[src/verilog/tio_pkg.sv]
package tio_pkg;

	// register map, byte addresses of 32-bit words
	localparam logic [7:0] TIO_OFS_CTRL    = 8'h00;
	localparam logic [7:0] TIO_OFS_DUR     = 8'h04;
	localparam logic [7:0] TIO_OFS_STEP    = 8'h08;
	localparam logic [7:0] TIO_OFS_STATUS  = 8'h0C;

	// step register field positions
	localparam int TIO_STEP_KIND_LSB = 0;
	localparam int TIO_STEP_POL_BIT  = 2;
	localparam int TIO_STEP_LVL_BIT  = 3;
	localparam int TIO_STEP_MODE_LSB = 4;
	localparam int TIO_MODE_W        = 4;

	// step kinds written to the step register
	localparam logic [1:0] TIO_KIND_PULSE = 2'h1;
	localparam logic [1:0] TIO_KIND_WAIT  = 2'h2;
	localparam logic [1:0] TIO_KIND_LEVEL = 2'h3;

	// reset values
	localparam logic       TIO_DEFAULT_RST = 1'h0;
	localparam logic [31:0] TIO_DUR_RST    = 32'h0000_0001;

	// timing: least input hold the far instrument guarantees
	localparam int TIO_CLK_MHZ     = 100;
	localparam int TIO_MIN_HOLD_US = 100;
	localparam int TIO_MIN_HOLD_CYC = TIO_MIN_HOLD_US * TIO_CLK_MHZ;

	typedef enum logic [1:0] {
		TIO_IDLE,
		TIO_PULSE,
		TIO_WAIT
	} tio_state_t;

endpackage

[src/verilog/tio_trigger_io.sv]
`timescale 1ns/100ps
module tio_trigger_io
	import tio_pkg::*;
(
	// clock and reset
	input  wire logic        sys_clk,
	input  wire logic        reset,
	// register port
	input  wire logic [7:0]  reg_addr,
	input  wire logic [31:0] reg_wdata,
	input  wire logic        reg_wr,
	input  wire logic        reg_rd,
	output logic      [31:0] reg_rdata,
	// trigger pins
	input  wire logic        trig_in,
	output logic             trig_out,
	// sequencer side
	output logic             seq_hold,
	output logic [3:0]       ctrl_mode
);

	////////////////////////////////////////////////////////////////////////
	// registers and state

	tio_state_t  state_q;
	logic [31:0] dur_q;
	logic [31:0] cnt_q;
	logic        default_q;
	logic        pulse_pol_q;
	logic        wait_pol_q;
	logic [3:0]  mode_q;
	logic        sync1_q;
	logic        sync2_q;
	logic [31:0] done_cnt_q;
	logic [31:0] pulse_len_q;

	logic        step_wr;
	logic [1:0]  step_kind;
	logic        in_active;

	assign step_wr   = reg_wr && (reg_addr == TIO_OFS_STEP);
	assign step_kind = reg_wdata[TIO_STEP_KIND_LSB +: 2];

	////////////////////////////////////////////////////////////////////////
	// input synchroniser; first stage feeds only the second

	always_ff @(posedge sys_clk or posedge reset) begin
		if (reset) begin
			sync1_q <= 1'h0;
			sync2_q <= 1'h0;
		end else begin
			sync1_q <= trig_in;
			sync2_q <= sync1_q;
		end
	end

	// level compare, no edge detection, so a held level is never missed
	assign in_active = (sync2_q == wait_pol_q);

	////////////////////////////////////////////////////////////////////////
	// duration register, written before each pulse step

	always_ff @(posedge sys_clk or posedge reset) begin
		if (reset) begin
			dur_q <= TIO_DUR_RST;
		end else if (reg_wr && reg_addr == TIO_OFS_DUR) begin
			dur_q <= reg_wdata;
		end
	end

	////////////////////////////////////////////////////////////////////////
	// stored default level; only a level step or reset touch it

	always_ff @(posedge sys_clk or posedge reset) begin
		if (reset) begin
			default_q <= TIO_DEFAULT_RST;
		end else if (step_wr && step_kind == TIO_KIND_LEVEL
			&& state_q == TIO_IDLE) begin
			default_q <= reg_wdata[TIO_STEP_LVL_BIT];
		end
	end

	////////////////////////////////////////////////////////////////////////
	// step sequencer; steps are refused while one is still running

	always_ff @(posedge sys_clk or posedge reset) begin
		if (reset) begin
			state_q     <= TIO_IDLE;
			cnt_q       <= 32'h0000_0000;
			pulse_pol_q <= 1'h1;
			wait_pol_q  <= 1'h1;
			mode_q      <= 4'h0;
		end else begin
			unique case (state_q)
				TIO_IDLE: begin
					if (step_wr && step_kind == TIO_KIND_PULSE) begin
						pulse_pol_q <= reg_wdata[TIO_STEP_POL_BIT];
						// zero duration still gives a one-cycle pulse
						cnt_q   <= (dur_q == 32'h0) ? 32'h1 : dur_q;
						state_q <= TIO_PULSE;
					end else if (step_wr && step_kind == TIO_KIND_WAIT) begin
						wait_pol_q <= reg_wdata[TIO_STEP_POL_BIT];
						// next step's mode is applied at once
						mode_q  <= reg_wdata[TIO_STEP_MODE_LSB +: TIO_MODE_W];
						state_q <= TIO_WAIT;
					end
				end
				TIO_PULSE: begin
					cnt_q <= cnt_q - 32'h1;
					if (cnt_q == 32'h1) begin
						state_q <= TIO_IDLE;
					end
				end
				TIO_WAIT: begin
					if (in_active) begin
						state_q <= TIO_IDLE;
					end
				end
				default: state_q <= TIO_IDLE;
			endcase
		end
	end

	////////////////////////////////////////////////////////////////////////
	// registered outputs

	always_ff @(posedge sys_clk or posedge reset) begin
		if (reset) begin
			trig_out  <= TIO_DEFAULT_RST;
			seq_hold  <= 1'h0;
			ctrl_mode <= 4'h0;
		end else begin
			// pulse level while counting, default otherwise
			if (state_q == TIO_PULSE && cnt_q != 32'h1) begin
				trig_out <= pulse_pol_q;
			end else if (state_q == TIO_IDLE && step_wr
				&& step_kind == TIO_KIND_PULSE) begin
				trig_out <= reg_wdata[TIO_STEP_POL_BIT];
			end else if (state_q == TIO_IDLE && step_wr
				&& step_kind == TIO_KIND_LEVEL) begin
				trig_out <= reg_wdata[TIO_STEP_LVL_BIT];
			end else begin
				trig_out <= default_q;
			end
			seq_hold  <= (state_q == TIO_WAIT) ? !in_active
				: (state_q == TIO_IDLE && step_wr
				&& step_kind == TIO_KIND_WAIT);
			ctrl_mode <= (state_q == TIO_IDLE && step_wr
				&& step_kind == TIO_KIND_WAIT)
				? reg_wdata[TIO_STEP_MODE_LSB +: TIO_MODE_W]
				: mode_q;
		end
	end

	////////////////////////////////////////////////////////////////////////
	// read port, data valid the cycle after the strobe

	always_ff @(posedge sys_clk or posedge reset) begin
		if (reset) begin
			reg_rdata <= 32'h0000_0000;
		end else if (reg_rd) begin
			unique case (reg_addr)
				TIO_OFS_CTRL:   reg_rdata <= {28'h0, mode_q};
				TIO_OFS_DUR:    reg_rdata <= dur_q;
				TIO_OFS_STEP:   reg_rdata <= {31'h0, default_q};
				TIO_OFS_STATUS: reg_rdata <= {27'h0, sync2_q, wait_pol_q,
					pulse_pol_q, state_q};
				default:        reg_rdata <= 32'h0000_0000;
			endcase
		end else begin
			reg_rdata <= 32'h0000_0000;
		end
	end

	////////////////////////////////////////////////////////////////////////
	// checks

	always_ff @(posedge sys_clk or posedge reset) begin
		if (reset) begin
			done_cnt_q <= 32'h0;
		end else begin
			done_cnt_q <= (state_q == TIO_PULSE) ? done_cnt_q + 32'h1 : 32'h0;
		end
	end

	// duration as it stood when the pulse began; software may rewrite
	// the duration register mid-pulse without touching the running one
	always_ff @(posedge sys_clk or posedge reset) begin
		if (reset) begin
			pulse_len_q <= 32'h0;
		end else if (state_q == TIO_IDLE && step_wr
			&& step_kind == TIO_KIND_PULSE) begin
			pulse_len_q <= dur_q;
		end
	end
endmodule

[config.mk]
export PLATFORM = sky130hd
export DESIGN_NAME = tio_trigger_io
export DESIGN_NICKNAME = d
export VERILOG_FILES = /design/src/verilog/tio_pkg.sv /design/src/verilog/tio_trigger_io.sv
export SDC_FILE = /design/constraint.sdc
export NUM_CORES = 1
export LEC_CHECK = 0
export BUFFER_PORTS_ARGS = -buffer_cell sky130_fd_sc_hd__buf_2
export CAP_MARGIN = 20
export CORE_UTILIZATION = 50
export CTS_BUF_LIST = sky130_fd_sc_hd__clkbuf_16
export DETAILED_ROUTE_END_ITERATION = 6
export GPL_ROUTABILITY_DRIVEN = 1
export GPL_TIMING_DRIVEN = 0
export HOLD_SLACK_MARGIN = 0.05
export PLACE_DENSITY = 0.75
export SETUP_SLACK_MARGIN = 0.05
export SLEW_MARGIN = 10
export SYNTH_ARGS = -nofsm -noshare
export SYNTH_HDL_FRONTEND = slang
export SYNTH_SLANG_ARGS = --single-unit
[constraint.sdc]
create_clock -name sys_clk -period 3.35 [get_ports sys_clk]
set_clock_uncertainty 0.1 [all_clocks]
set_input_delay 0.335 -clock sys_clk [delete_from_list [all_inputs] [get_ports sys_clk]]
set_output_delay 0.335 -clock sys_clk [all_outputs]
set_load 0.02 [all_outputs]
* Word-level counts from Yosys, hierarchy flattened *
Cells that the tools add are included.

operators by class
  add/subtract/negate cells = 1
  multiply operators = 0
  divide/modulo/power cells = 0
  magnitude comparators = 0
  equality and inequality tests = 15
  shifts and indexed selects = 0
  mux-type cells = 15
  bitwise logic cells = 1
  reductions and logical operators = 20

operators by type and width
  cell                     count
  $pmux W32 S4             1
  $mux W32                 3
  $pmux W32 S2             1
  $eq A32 B1 Y1 const B    1
  $logic_not A32 Y1        1
  $ne A32 B1 Y1 const B    1
  $sub A32 B1 Y32 const B  1
  $eq A8 B4 Y1 const B     2
  $logic_and A1 B1 Y1      11
  $eq A8 B3 Y1 const B     1
  $logic_not A8 Y1         1
  $mux W2                  4
  $eq A2 B2 Y1 const B     3
  $pmux W2 S3              1
  $reduce_and A3 Y1        2
  $eq A2 B1 Y1 const B     2
  $mux W1                  4
  $mux W4                  1
  $ne A2 B2 Y1 const B     2
  $reduce_and A2 Y1        2
  $ne A3 B1 Y1 const B     1
  $logic_not A2 Y1         1
  $ne A2 B1 Y1 const B     1
  $reduce_bool A2 Y1       1
  other kinds (3)          3

storage, ports and cells
  bits in registers = 113
  bits in latches = 0
  memory bits (writable) = 0
  memory bits (read-only) = 0
  word-level logic and storage cells = 65
  memories kept = 0

* Depth between registers and ports, before layout *
Gate-level depths: netlist of the first run.

  depth after elaboration = 7
  mapped depth = 8
  gate-level depth less buffers = 7

* Least setup slack after synthesis of the first run *
No wires, ideal clock.

  path type = reg2reg
  start = reg cnt_q[26]
  end = reg trig_out
  setup time = 0.128 ns
  arrival time = 2.177 ns
  required time = 3.122 ns
  path slack = 0.946 ns
  cell stages (with the launch flop) = 6
  path buffers = 0
  cells stage by stage = dfrtp_1 or4_4 or3_4 or3_4 o41ai_4 mux2_1

on the way
  word-level cells in the longest chain between the ends = 3

RTL lines
  what                    line                   text
  from (decl)             tio_trigger_io.sv:27   logic [31:0] cnt_q;
  from (signal assigned)  tio_trigger_io.sv:99   cnt_q <= (dur_q == 32'h0) ? 32'h1 : dur_q;
  from (signal assigned)  tio_trigger_io.sv:109  cnt_q <= cnt_q - 32'h1;
  $ne A32 B1 Y1           tio_trigger_io.sv:134  if (state_q == TIO_PULSE && cnt_q != 32'h1) begin
  $logic_and A1 B1 Y1     tio_trigger_io.sv:134
  $mux W1                 tio_trigger_io.sv:134
  to (signal assigned)    tio_trigger_io.sv:135  trig_out <= pulse_pol_q;
  to (signal assigned)    tio_trigger_io.sv:138  trig_out <= reg_wdata[TIO_STEP_POL_BIT];
  to (signal assigned)    tio_trigger_io.sv:141  trig_out <= reg_wdata[TIO_STEP_LVL_BIT];
  to (decl)               tio_trigger_io.sv:16   output logic trig_out,

No other way between the ends.
A chain may end at the register's enable or synchronous reset.

* Worst setup path in the final report of the first run *
  start = reg state_q[1]
  end = reg cnt_q[23]

on the way
  word-level cells in the longest chain between the ends = 3
  elaborated cells between the ends (all ways) = 6
  those cells by class = 2 x eq/ne; 1 x mux; 3 x reduce/logical

RTL lines
  what                                                                 line                   text
  from (decl)                                                          tio_trigger_io.sv:25   tio_state_t state_q;
  from (signal assigned)                                               tio_trigger_io.sv:88   state_q <= TIO_IDLE;
  from (signal assigned)                                               tio_trigger_io.sv:100  state_q <= TIO_PULSE;
  from (signal assigned)                                               tio_trigger_io.sv:105  state_q <= TIO_WAIT;
  $logic_not A2 Y1 or $eq A2 B1 Y1 (tied branches)                     tio_trigger_io.sv:94   unique case (state_q)
  $ne A2 B1 Y1 (no source line) or $reduce_bool A2 Y1 (tied branches)  --
  $reduce_and A2 Y1 (no source line)                                   --

Several ways; a longest one is shown, not always the timed one.

==> qor.yml, run 1 <==
layout_commonest_cell: "dfrtp_1"
drt_iter0_markers: 255
root_buffer: "clkbuf_16"
crit_slowest_cell: "nor3_1"
reg2reg_slack_ns: 0.43
syn_nets: 474
die_h_um: 102
ys_seq_area_share_pct: 57.0
whs_path_depth: 2
fillers: 755
synth_ff_type: "dfrtp_1"
worst_hold_startpoint: "reg_wdata[18]"
setup_viol: 0
wire_per_inst_um: 17.0
num_rows: 36
min_to: "dur_q[18]"
path_common_cell: "nand2_1"
placed_area_um2: 5610
fin_crit_sh_pct: 87.1
tritoncts: "yes"
vias_per_cell: 5.63
routed_wl_um: 11700
path_max_fanout: 10
syn_inst: 427
final_nets: 589
dieArea_um2: 10300
overflow: 0
clockBufferDepth: 2
rr_worst_depth: 6
min_period_ns: 2.92
max_freq_mhz: 343
worstPathRequired_ns: 3.56
yosys.area.top_type: "dfrtp_1"
maxSlewHeadroom_pct: 32.1
grt_max_degree: 36
avgSynthCellArea_um2: 11.6
ir_drop_v: 0.000356
grt_setup_unrepaired: "no"
dpl.hpwl_um: 8170
synth_edf_count: 0
crit_family: "simple AND/OR/NAND/NOR gates"
cts_resized: 0
total_power_mw: 3.82
r2r_end: "cnt_q[23]"
final_cell_area_um2: 6390
synth_top_cells_by_area: "dfrtp_1, mux2_2, and2_1"
drive_above_1_share_pct: 32.8
synth_warnings: 0
h-tree-depth: 4
grt_util_all_layers_pct: 24.6
worst_setup_path_end_kind: "register"
yosysTopAreaCellShare_pct: 55.4
grt_pass1_wl_um: 19000
firstDrtPassIters: 4
numCtsBuffers: 17
p_leak_nw: 3.03
clkSinkCount: 113
final_cell_mix: "dfrtp_1, buf_2, mux2_2"
drt.antenna.violating_nets: 0
maxCapViolCount: 0
ys_types: 49
post_cts_buffers: 0
initial_core_util_pct: 51.3
worstMarginPinSlew_ns: 1.01
syn_area_um2: 4960
arrival_ns: 3.13
hold_viol: 0
crit_buf_inv: 1
area_growth_pct: 28.6
remaining_drc_errors: 0
die_w_um: 102
crit_chain: "nor4b_1 -> nand2_1 -> nor3_1 -> buf_2 -> nand2_1 -> o211ai_1"
postCtsHoldBufs: 12
io_buffers: 81
vias: 3873
async_reset_ff_share_pct: 100
final-max-slew-violation-count: 0
crit_type: "reg2reg"
clk_latency_ns: 0.42
p_per_area_nw_per_um2: 597
io_pins: 83
antenna_found_initial: 0
clkSlewWorstSetupHoldPaths_ns: 0.06
critPathLaunchType: "register"
setup_tns_ns: 0
n_antenna_cell: 0
outcome: "complete, no violations"
coreArea_um2: 9680
place_congestion: 0.901
regToRegStartpoint: "state_q[1]"
ys_ff_latch: 113
hold_class: "in2reg"
slowest_delay_ns: 0.81
first_global_vias: 3840
synth_stat cells (2+ instances only):
cell,instances
a22oi_1,3
and2_1,28
nand2b_1,2
a31o_2,2
nor3b_1,2
nand3_1,23
inv_1,8
a21o_1,2
nor2b_1,2
o21ai_0,5
nand2_1,38
o22ai_1,2
and4_1,3
nor2_1,23
or3_4,2
or3_1,9
clkbuf_1,10
mux2i_1,7
dfstp_2,3
buf_2,7
mux2_2,44
nor4_1,14
a21oi_1,6
o211ai_1,18
o311ai_0,6
o311a_1,2
nand4_1,12
nor3_1,8
ha_1,2
dfrtp_1,110
or2_2,2
or4_1,5
layout make-up:
| cell class | instances | area (µm²) | area share (%) |
|---|---|---|---|
| flip-flops and latches | 113 | 2830 | 44.3 |
| multi-input cells | 289 | 2030 | 31.8 |
| repair buffers | 96 | 593 | 9.29 |
| clock buffers | 17 | 425 | 6.66 |
| clock inverters | 15 | 233 | 3.64 |
| well taps | 133 | 166 | 2.61 |
| plain buffers | 17 | 72.6 | 1.14 |
| inverters | 8 | 33.8 | 0.529 |
flip-flops by register name, summed over array words and instances (netlist names):
signal,cells
default_q,1
sync2_q,1
cnt_q,32
seq_hold,1
reg_rdata,32
wait_pol_q,1
ctrl_mode,4
state_q,2
sync1_q,1
trig_out,1
mode_q,4
dur_q,32
pulse_pol_q,1
report_power, final:
group	leakage (nW)	internal (mW)	switching, mW
Clock	0.318	1.33	0.661
Combinational	1.29	0.137	0.178
Sequential	1.43	1.44	0.0755
Total	3.03	2.90	0.915
stage by stage:
step | worst slack (ns) | utilization (%) | hold slack [ns] | cells
after CTS | 0.435 | 65.9 | 0.0503 | 688
final | 0.432 | 65.9 | 0.0531 | 688
after global placement | 0.494 | 57.2 | 0.233 | 641
after global routing | 0.252 | 65.9 | 0.0559 | 688
after floorplan | 0.946 | - | 0.231 | 427
after detailed placement | 0.485 | 57.9 | 0.250 | 644
logic make-up after synthesis:
kind of cell,share of synthesized area [%]
AOI/OAI and AO/OA,8.64
xor gates and xnor gates,0.176
adders and majority gates,0.504
buffers and inverters,2.07
DFF,57.0
muxes,12.1
and+or+nand+nor,19.5
worst register-to-register path, delay by kind of cell (launching register included):
kind            cells  cell delay [ns]
compound gates      1             0.10
buf+inv             1             0.40
simple gates        4             1.75
flops               1             0.47
worst max-delay path by stage:
stage                            from        end  slack [ns]  depth (start not counted)
after floorplan             cnt_q[26]   trig_out        0.95                          5
after detailed placement  reg_addr[1]  cnt_q[23]        0.48                          7
final                      state_q[1]  cnt_q[23]        0.43                          6
after global placement    reg_addr[1]  cnt_q[20]        0.49                          7
after global routing       state_q[1]   cnt_q[3]        0.25                          6
after CTS                  state_q[1]   cnt_q[3]        0.44                          6
routing by layer:
| layer | GRT usage (%) | vias to the layer above | routed length, µm |
|---|---|---|---|
| li1 | - | 1805 | - |
| met2 | 40.0 | 118 | 5860 |
| met1 | 31.4 | 1927 | 4980 |
| met5 | 0 | - | 0 |
| met3 | 5.73 | 23 | 569 |
| met4 | 11.5 | 0 | 274 |
(Power assumes the default switching activity.)
==> run 2, diff against run 1 <==
ABC_AREA = 1   (was default)
PLACE_DENSITY = 0.74   (was 0.75)
==> qor.yml, run 2 <==
reg2reg_slack_ns: 1.25
die_w_um: 107
ir_drop_v: 0.000418
n_antenna_cell: 0
h-tree-depth: 4
setup_tns_ns: 0
p_leak_nw: 3.55
dpl.cell_count: 938
maxSlewHeadroom_pct: 57.4
outcome: "finished, violations left"
synth_warnings: 0
yosys.area.top_type: "dfrtp_1"
syn_nets: 764
grt_setup_unrepaired: "no"
drive_above_1_share_pct: 16.7
clk_latency_ns: 0.42
avgSynthCellArea_um2: 7.63
fillers: 889
r2r_end: "cnt_q[30]"
dpl.hpwl_um: 10700
io_buffers: 82
arrival_ns: 2.32
overflow: 0
worst_setup_path_end_kind: "register"
yosysMostFrequentCell: "nand2_1"
drt_iter0_markers: 435
clkSinkCount: 113
ys_ff_latch: 113
initial_core_util_pct: 52.3
path_max_fanout: 7
rr_worst_depth: 9
post-route-util_pct: 65.2
clkSlewWorstSetupHoldPaths_ns: 0.05
regToRegStartpoint: "cnt_q[0]"
syn_area_um2: 5470
num_rows: 37
grtUsageMet3_pct: 6.75
post_cts_buffers: 0
hold_viol: 0
min_period_ns: 2.10
worstPathRequired_ns: 3.57
layout_commonest_cell: "nand2_1"
vias_per_cell: 5.33
synth_top_cells_by_area: "dfrtp_1, nand2_1, nor2_1"
dieArea_um2: 11400
grt_util_all_layers_pct: 28.4
numCtsBuffers: 17
area_growth_pct: 24.7
grt_pass1_wl_um: 24200
syn_inst: 717
firstDrtPassIters: 7
final_cells: 972
fin_crit_sh_pct: 62.8
antenna_found_initial: 0
critPathCapture: "cnt_q[30]"
async_reset_ff_share_pct: 100
drt.antenna.violating_nets: 0
netlist_top_cells_count: "nand2_1, nor2_1, dfrtp_1"
vias: 5179
setup_viol: 0
synth_edf_count: 0
critPathLaunchType: "register"
reg.largest.list: "cnt_q x32, dur_q x32, reg_rdata x32"
crit_type: "reg2reg"
io_pins: 83
remaining_drc_errors: 2
violations: "design-rule violations"
die_h_um: 107
root_buffer: "clkbuf_16"
worstMarginPinSlew_ns: 0.639
clockBufferDepth: 2
ys_types: 32
yosysTopAreaCellShare_pct: 50.3
final_nets: 870
maxCapViolCount: 0
place_congestion: 0.906
gr-usage-met1_pct: 36.4
total_power_mw: 4.25
wire_per_inst_um: 15.3
grt_max_degree: 34
first_global_vias: 5045
max_freq_mhz: 476
gr-max-usage-layer: "met2"
p_per_area_nw_per_um2: 623
final-max-slew-violation-count: 0
synth_ff_type: "dfrtp_1"
ys_seq_area_share_pct: 51.8
hold_class: "in2reg"
coreArea_um2: 10500
routed_wl_um: 14900
final_cell_mix: "nand2_1, nor2_1, dfrtp_1"
grt_use_met2_pct: 44.7
cp-startpoint: "cnt_q[0]"
tritoncts: "yes"
run 2: logic make-up after synthesis:
| group | Yosys count | synth area share, % |
|---|---|---|
| multiplexers | 1 | 0.206 |
| AO/OA/AOI/OAI | 89 | 8.92 |
| buffers and inverters | 111 | 8.10 |
| AND/OR/NAND/NOR | 401 | 30.6 |
| flip-flops | 113 | 51.8 |
| adder cells (fa/ha/maj) | 2 | 0.457 |
run 2: repair_timing:
action                                 in CTS  in global routing
hold buffers                                2                  0
endpoints found under the hold margin      28                  0
gates resized for setup                     0                  0
run 2: report_power, final:
part	internal, mW	leakage (nW)	switching (mW)	total (mW)
Combinational	0.186	1.86	0.364	0.550
Sequential	1.48	1.37	0.132	1.62
Clock	1.40	0.317	0.682	2.08
Total	3.07	3.55	1.18	4.25
run 2: worst min path at each step:
stage / cells past startpoint / start / end / slack (ns)
finish: 3 / reg_wdata[16] / dur_q[16] / 0.06
CTS: 3 / reg_wdata[16] / dur_q[16] / 0.05
global placement: 0 / sync1_q / sync2_q / 0.23
detailed placement: 0 / sync1_q / sync2_q / 0.24
floorplan: 0 / sync1_q / sync2_q / 0.23
global route: 3 / reg_wdata[25] / dur_q[25] / 0.08
run 2: per-layer routing:
layer  vias to the layer above  wire length (µm)
met5                         -                 0
met2                       201              6900
li1                       2493                 -
met3                        42               915
met4                         0               538
met1                      2443              6560
run 2: area by class of cell:
class	instances	area, µm²	share of cell area (%)
sequential	113	2830	41.5
multi-input combinational	493	2200	32.2
timing repair buffer	87	498	7.30
clock buffer	17	425	6.24
inverter	92	349	5.12
clock inverter	15	254	3.72
tap	136	170	2.49
buffer	19	97.6	1.43
run 2: critical path: stages (launching register included):
cell     delay, ns
dfrtp_1       0.41
inv_1         0.09
ha_1          0.24
inv_1         0.09
nor2_1        0.47
nand2_1       0.17
o21ai_0       0.20
nand3_1       0.11
nand2_1       0.07
nand2_1       0.05
run 2: through the flow:
step	hold WS, ns	setup WS [ns]	instance area (µm²)
global placement	0.232	0.822	6050
floorplan	0.231	1.55	5470
detailed placement	0.236	1.31	6120
finish	0.0580	1.25	6820
global route	0.0750	1.15	6820
CTS	0.0518	1.27	6820
==> run 3, diff against run 2 <==
PLACE_DENSITY = 0.71   (was 0.74)
clock period = 2 ns   (was 3.35 ns; I/O delays follow)
==> qor.yml, run 3 (synthesis gave the netlist of run 2 again) <==
p_switching_mw: 1.90
min_period_ns: 1.83
ir_drop_v: 0.000736
clk_latency_ns: 0.42
final-max-slew-violation-count: 0
p_seq_share_pct: 38.4
wire_per_inst_um: 15.6
dpl.cell_count: 938
maxSlewHeadroom_pct: 61.1
initial_core_util_pct: 52.3
io_pins: 83
worstPathRequired_ns: 2.24
hold_viol: 0
coreArea_um2: 10500
remaining_drc_errors: 0
p_per_area_nw_per_um2: 980
worstMarginPinSlew_ns: 0.584
max_freq_mhz: 547
power_frac_clock_pct: 47.6
clkSlewWorstSetupHoldPaths_ns: 0.05
p_leak_nw: 3.72
dieArea_um2: 11400
rr_worst_depth: 8
r2r_end: "cnt_q[30]"
power.share.combinational_pct: 14.0
io_buffers: 82
grt_pass1_wl_um: 25600
overflow: 0
setup_viol: 0
worst_setup_path_end_kind: "register"
drt.antenna.violating_nets: 0
vias_per_cell: 5.23
vias: 5285
final_cell_mix: "nand2_1, nor2_1, dfrtp_1"
layout_commonest_cell: "nand2_1"
maxCapViolCount: 0
num_rows: 37
dpl.hpwl_um: 10800
whs_ns: 0.0886
firstDrtPassIters: 4
intPower_mw: 5.15
place_congestion: 0.869
grt_util_all_layers_pct: 30.2
crit_type: "in2reg"
reg.largest.list: "cnt_q x32, dur_q x32, reg_rdata x32"
arrival_ns: 2.06
critPathLaunchType: "input pin"
fin_crit_sh_pct: 91.5
die_w_um: 107
place_ws_ns: 0.00292
antenna_found_initial: 0
reg2reg_slack_ns: 0.19
swShare_pct: 27.0
routed_wl_um: 15700
grt_max_degree: 40
critPathCapture: "reg_rdata[18]"
n_antenna_cell: 0
root_buffer: "clkbuf_16"
final_cells: 1010
die_h_um: 107
hold_class: "in2reg"
numCtsBuffers: 17
outcome: "complete, no violations"
drt_iter0_markers: 338
clkSinkCount: 113
drive_above_1_share_pct: 16.2
grt_setup_unrepaired: "yes"
area_growth_pct: 31.6
tritoncts: "yes"
cp-startpoint: "reg_addr[1]"
final_nets: 908
h-tree-depth: 4
setup_slack_ns: 0.171
clockBufferDepth: 2
path_max_fanout: 10
regToRegStartpoint: "cnt_q[6]"
first_global_vias: 5129
## run 3: changes by cell type in the layout (fill, tap and decap cells not counted), sizes merged
cell / change
dlygate4sd3: +36
clkinv: +4
clkinvlp: -2
inv: -2
buf: +1
clkbuf: +1
## run 3: final cells by class
cell class / instances / area, µm²
fill: 893 / 3270
sequential: 113 / 2830
multi-input combinational: 493 / 2220
timing repair buffer: 125 / 873
clock buffer: 17 / 425
inverter: 92 / 349
clock inverter: 15 / 223
tap: 136 / 170
buffer: 19 / 104
## run 3: stage by stage
stage          util [%]  instance area, µm²  TNS (ns)  power [mW]
6_report           68.8                7200         0        7.05
5_1_grt            68.8                7200         0        7.35
4_1_cts            68.4                7150         0        7.04
3_5_place_dp       58.5                6120         0        3.63
3_3_place_gp       57.9                6050    -41.71        3.59
2_1_floorplan         -                5470         0        3.33
## run 3: how the worst min path moves through the flow
stage                   end  cells past startpoint  slack (ns)     from
2_1_floorplan       sync1_q                      0        0.13  trig_in
3_3_place_gp        sync1_q                      1        0.21  trig_in
3_5_place_dp   reg_rdata[5]                      2        0.16    reset
4_1_cts           default_q                      4        0.05   reg_wr
5_1_grt           default_q                      4        0.12   reg_wr
6_report          default_q                      4        0.09   reg_wr
## run 3: what timing repair did
action                     4_1_cts  5_1_grt
hold buffers                    38        0
hold endpoints to repair        77        0
gates resized for setup          1       12
buffers inserted                 0        2
setup endpoints to repair        1       21
## run 3: metal layers
metal,track usage (%),up-vias,part of all wire [%]
met5,0,-,0
met4,12.6,0,2.3
met3,6.87,26,5.0
met2,49.5,161,49
met1,38.5,2534,44
li1,-,2564,-
## run 3: worst max-delay path: stages
cell	delay (ns)
dlygate4sd3_1	0.53
buf_2	0.13
inv_1	0.06
nand2_1	0.09
nor2_1	0.34
nand3_4	0.22
buf_2	0.30
nor2_1	0.18
## run 3: power by group through the flow
stage	logic [mW]	clock network, mW	registers [mW]
5_1_grt	1.14	3.48	2.73
3_3_place_gp	0.858	0	2.73
2_1_floorplan	0.655	0	2.68
6_report	0.987	3.36	2.71
4_1_cts	0.960	3.38	2.70
3_5_place_dp	0.896	0	2.73
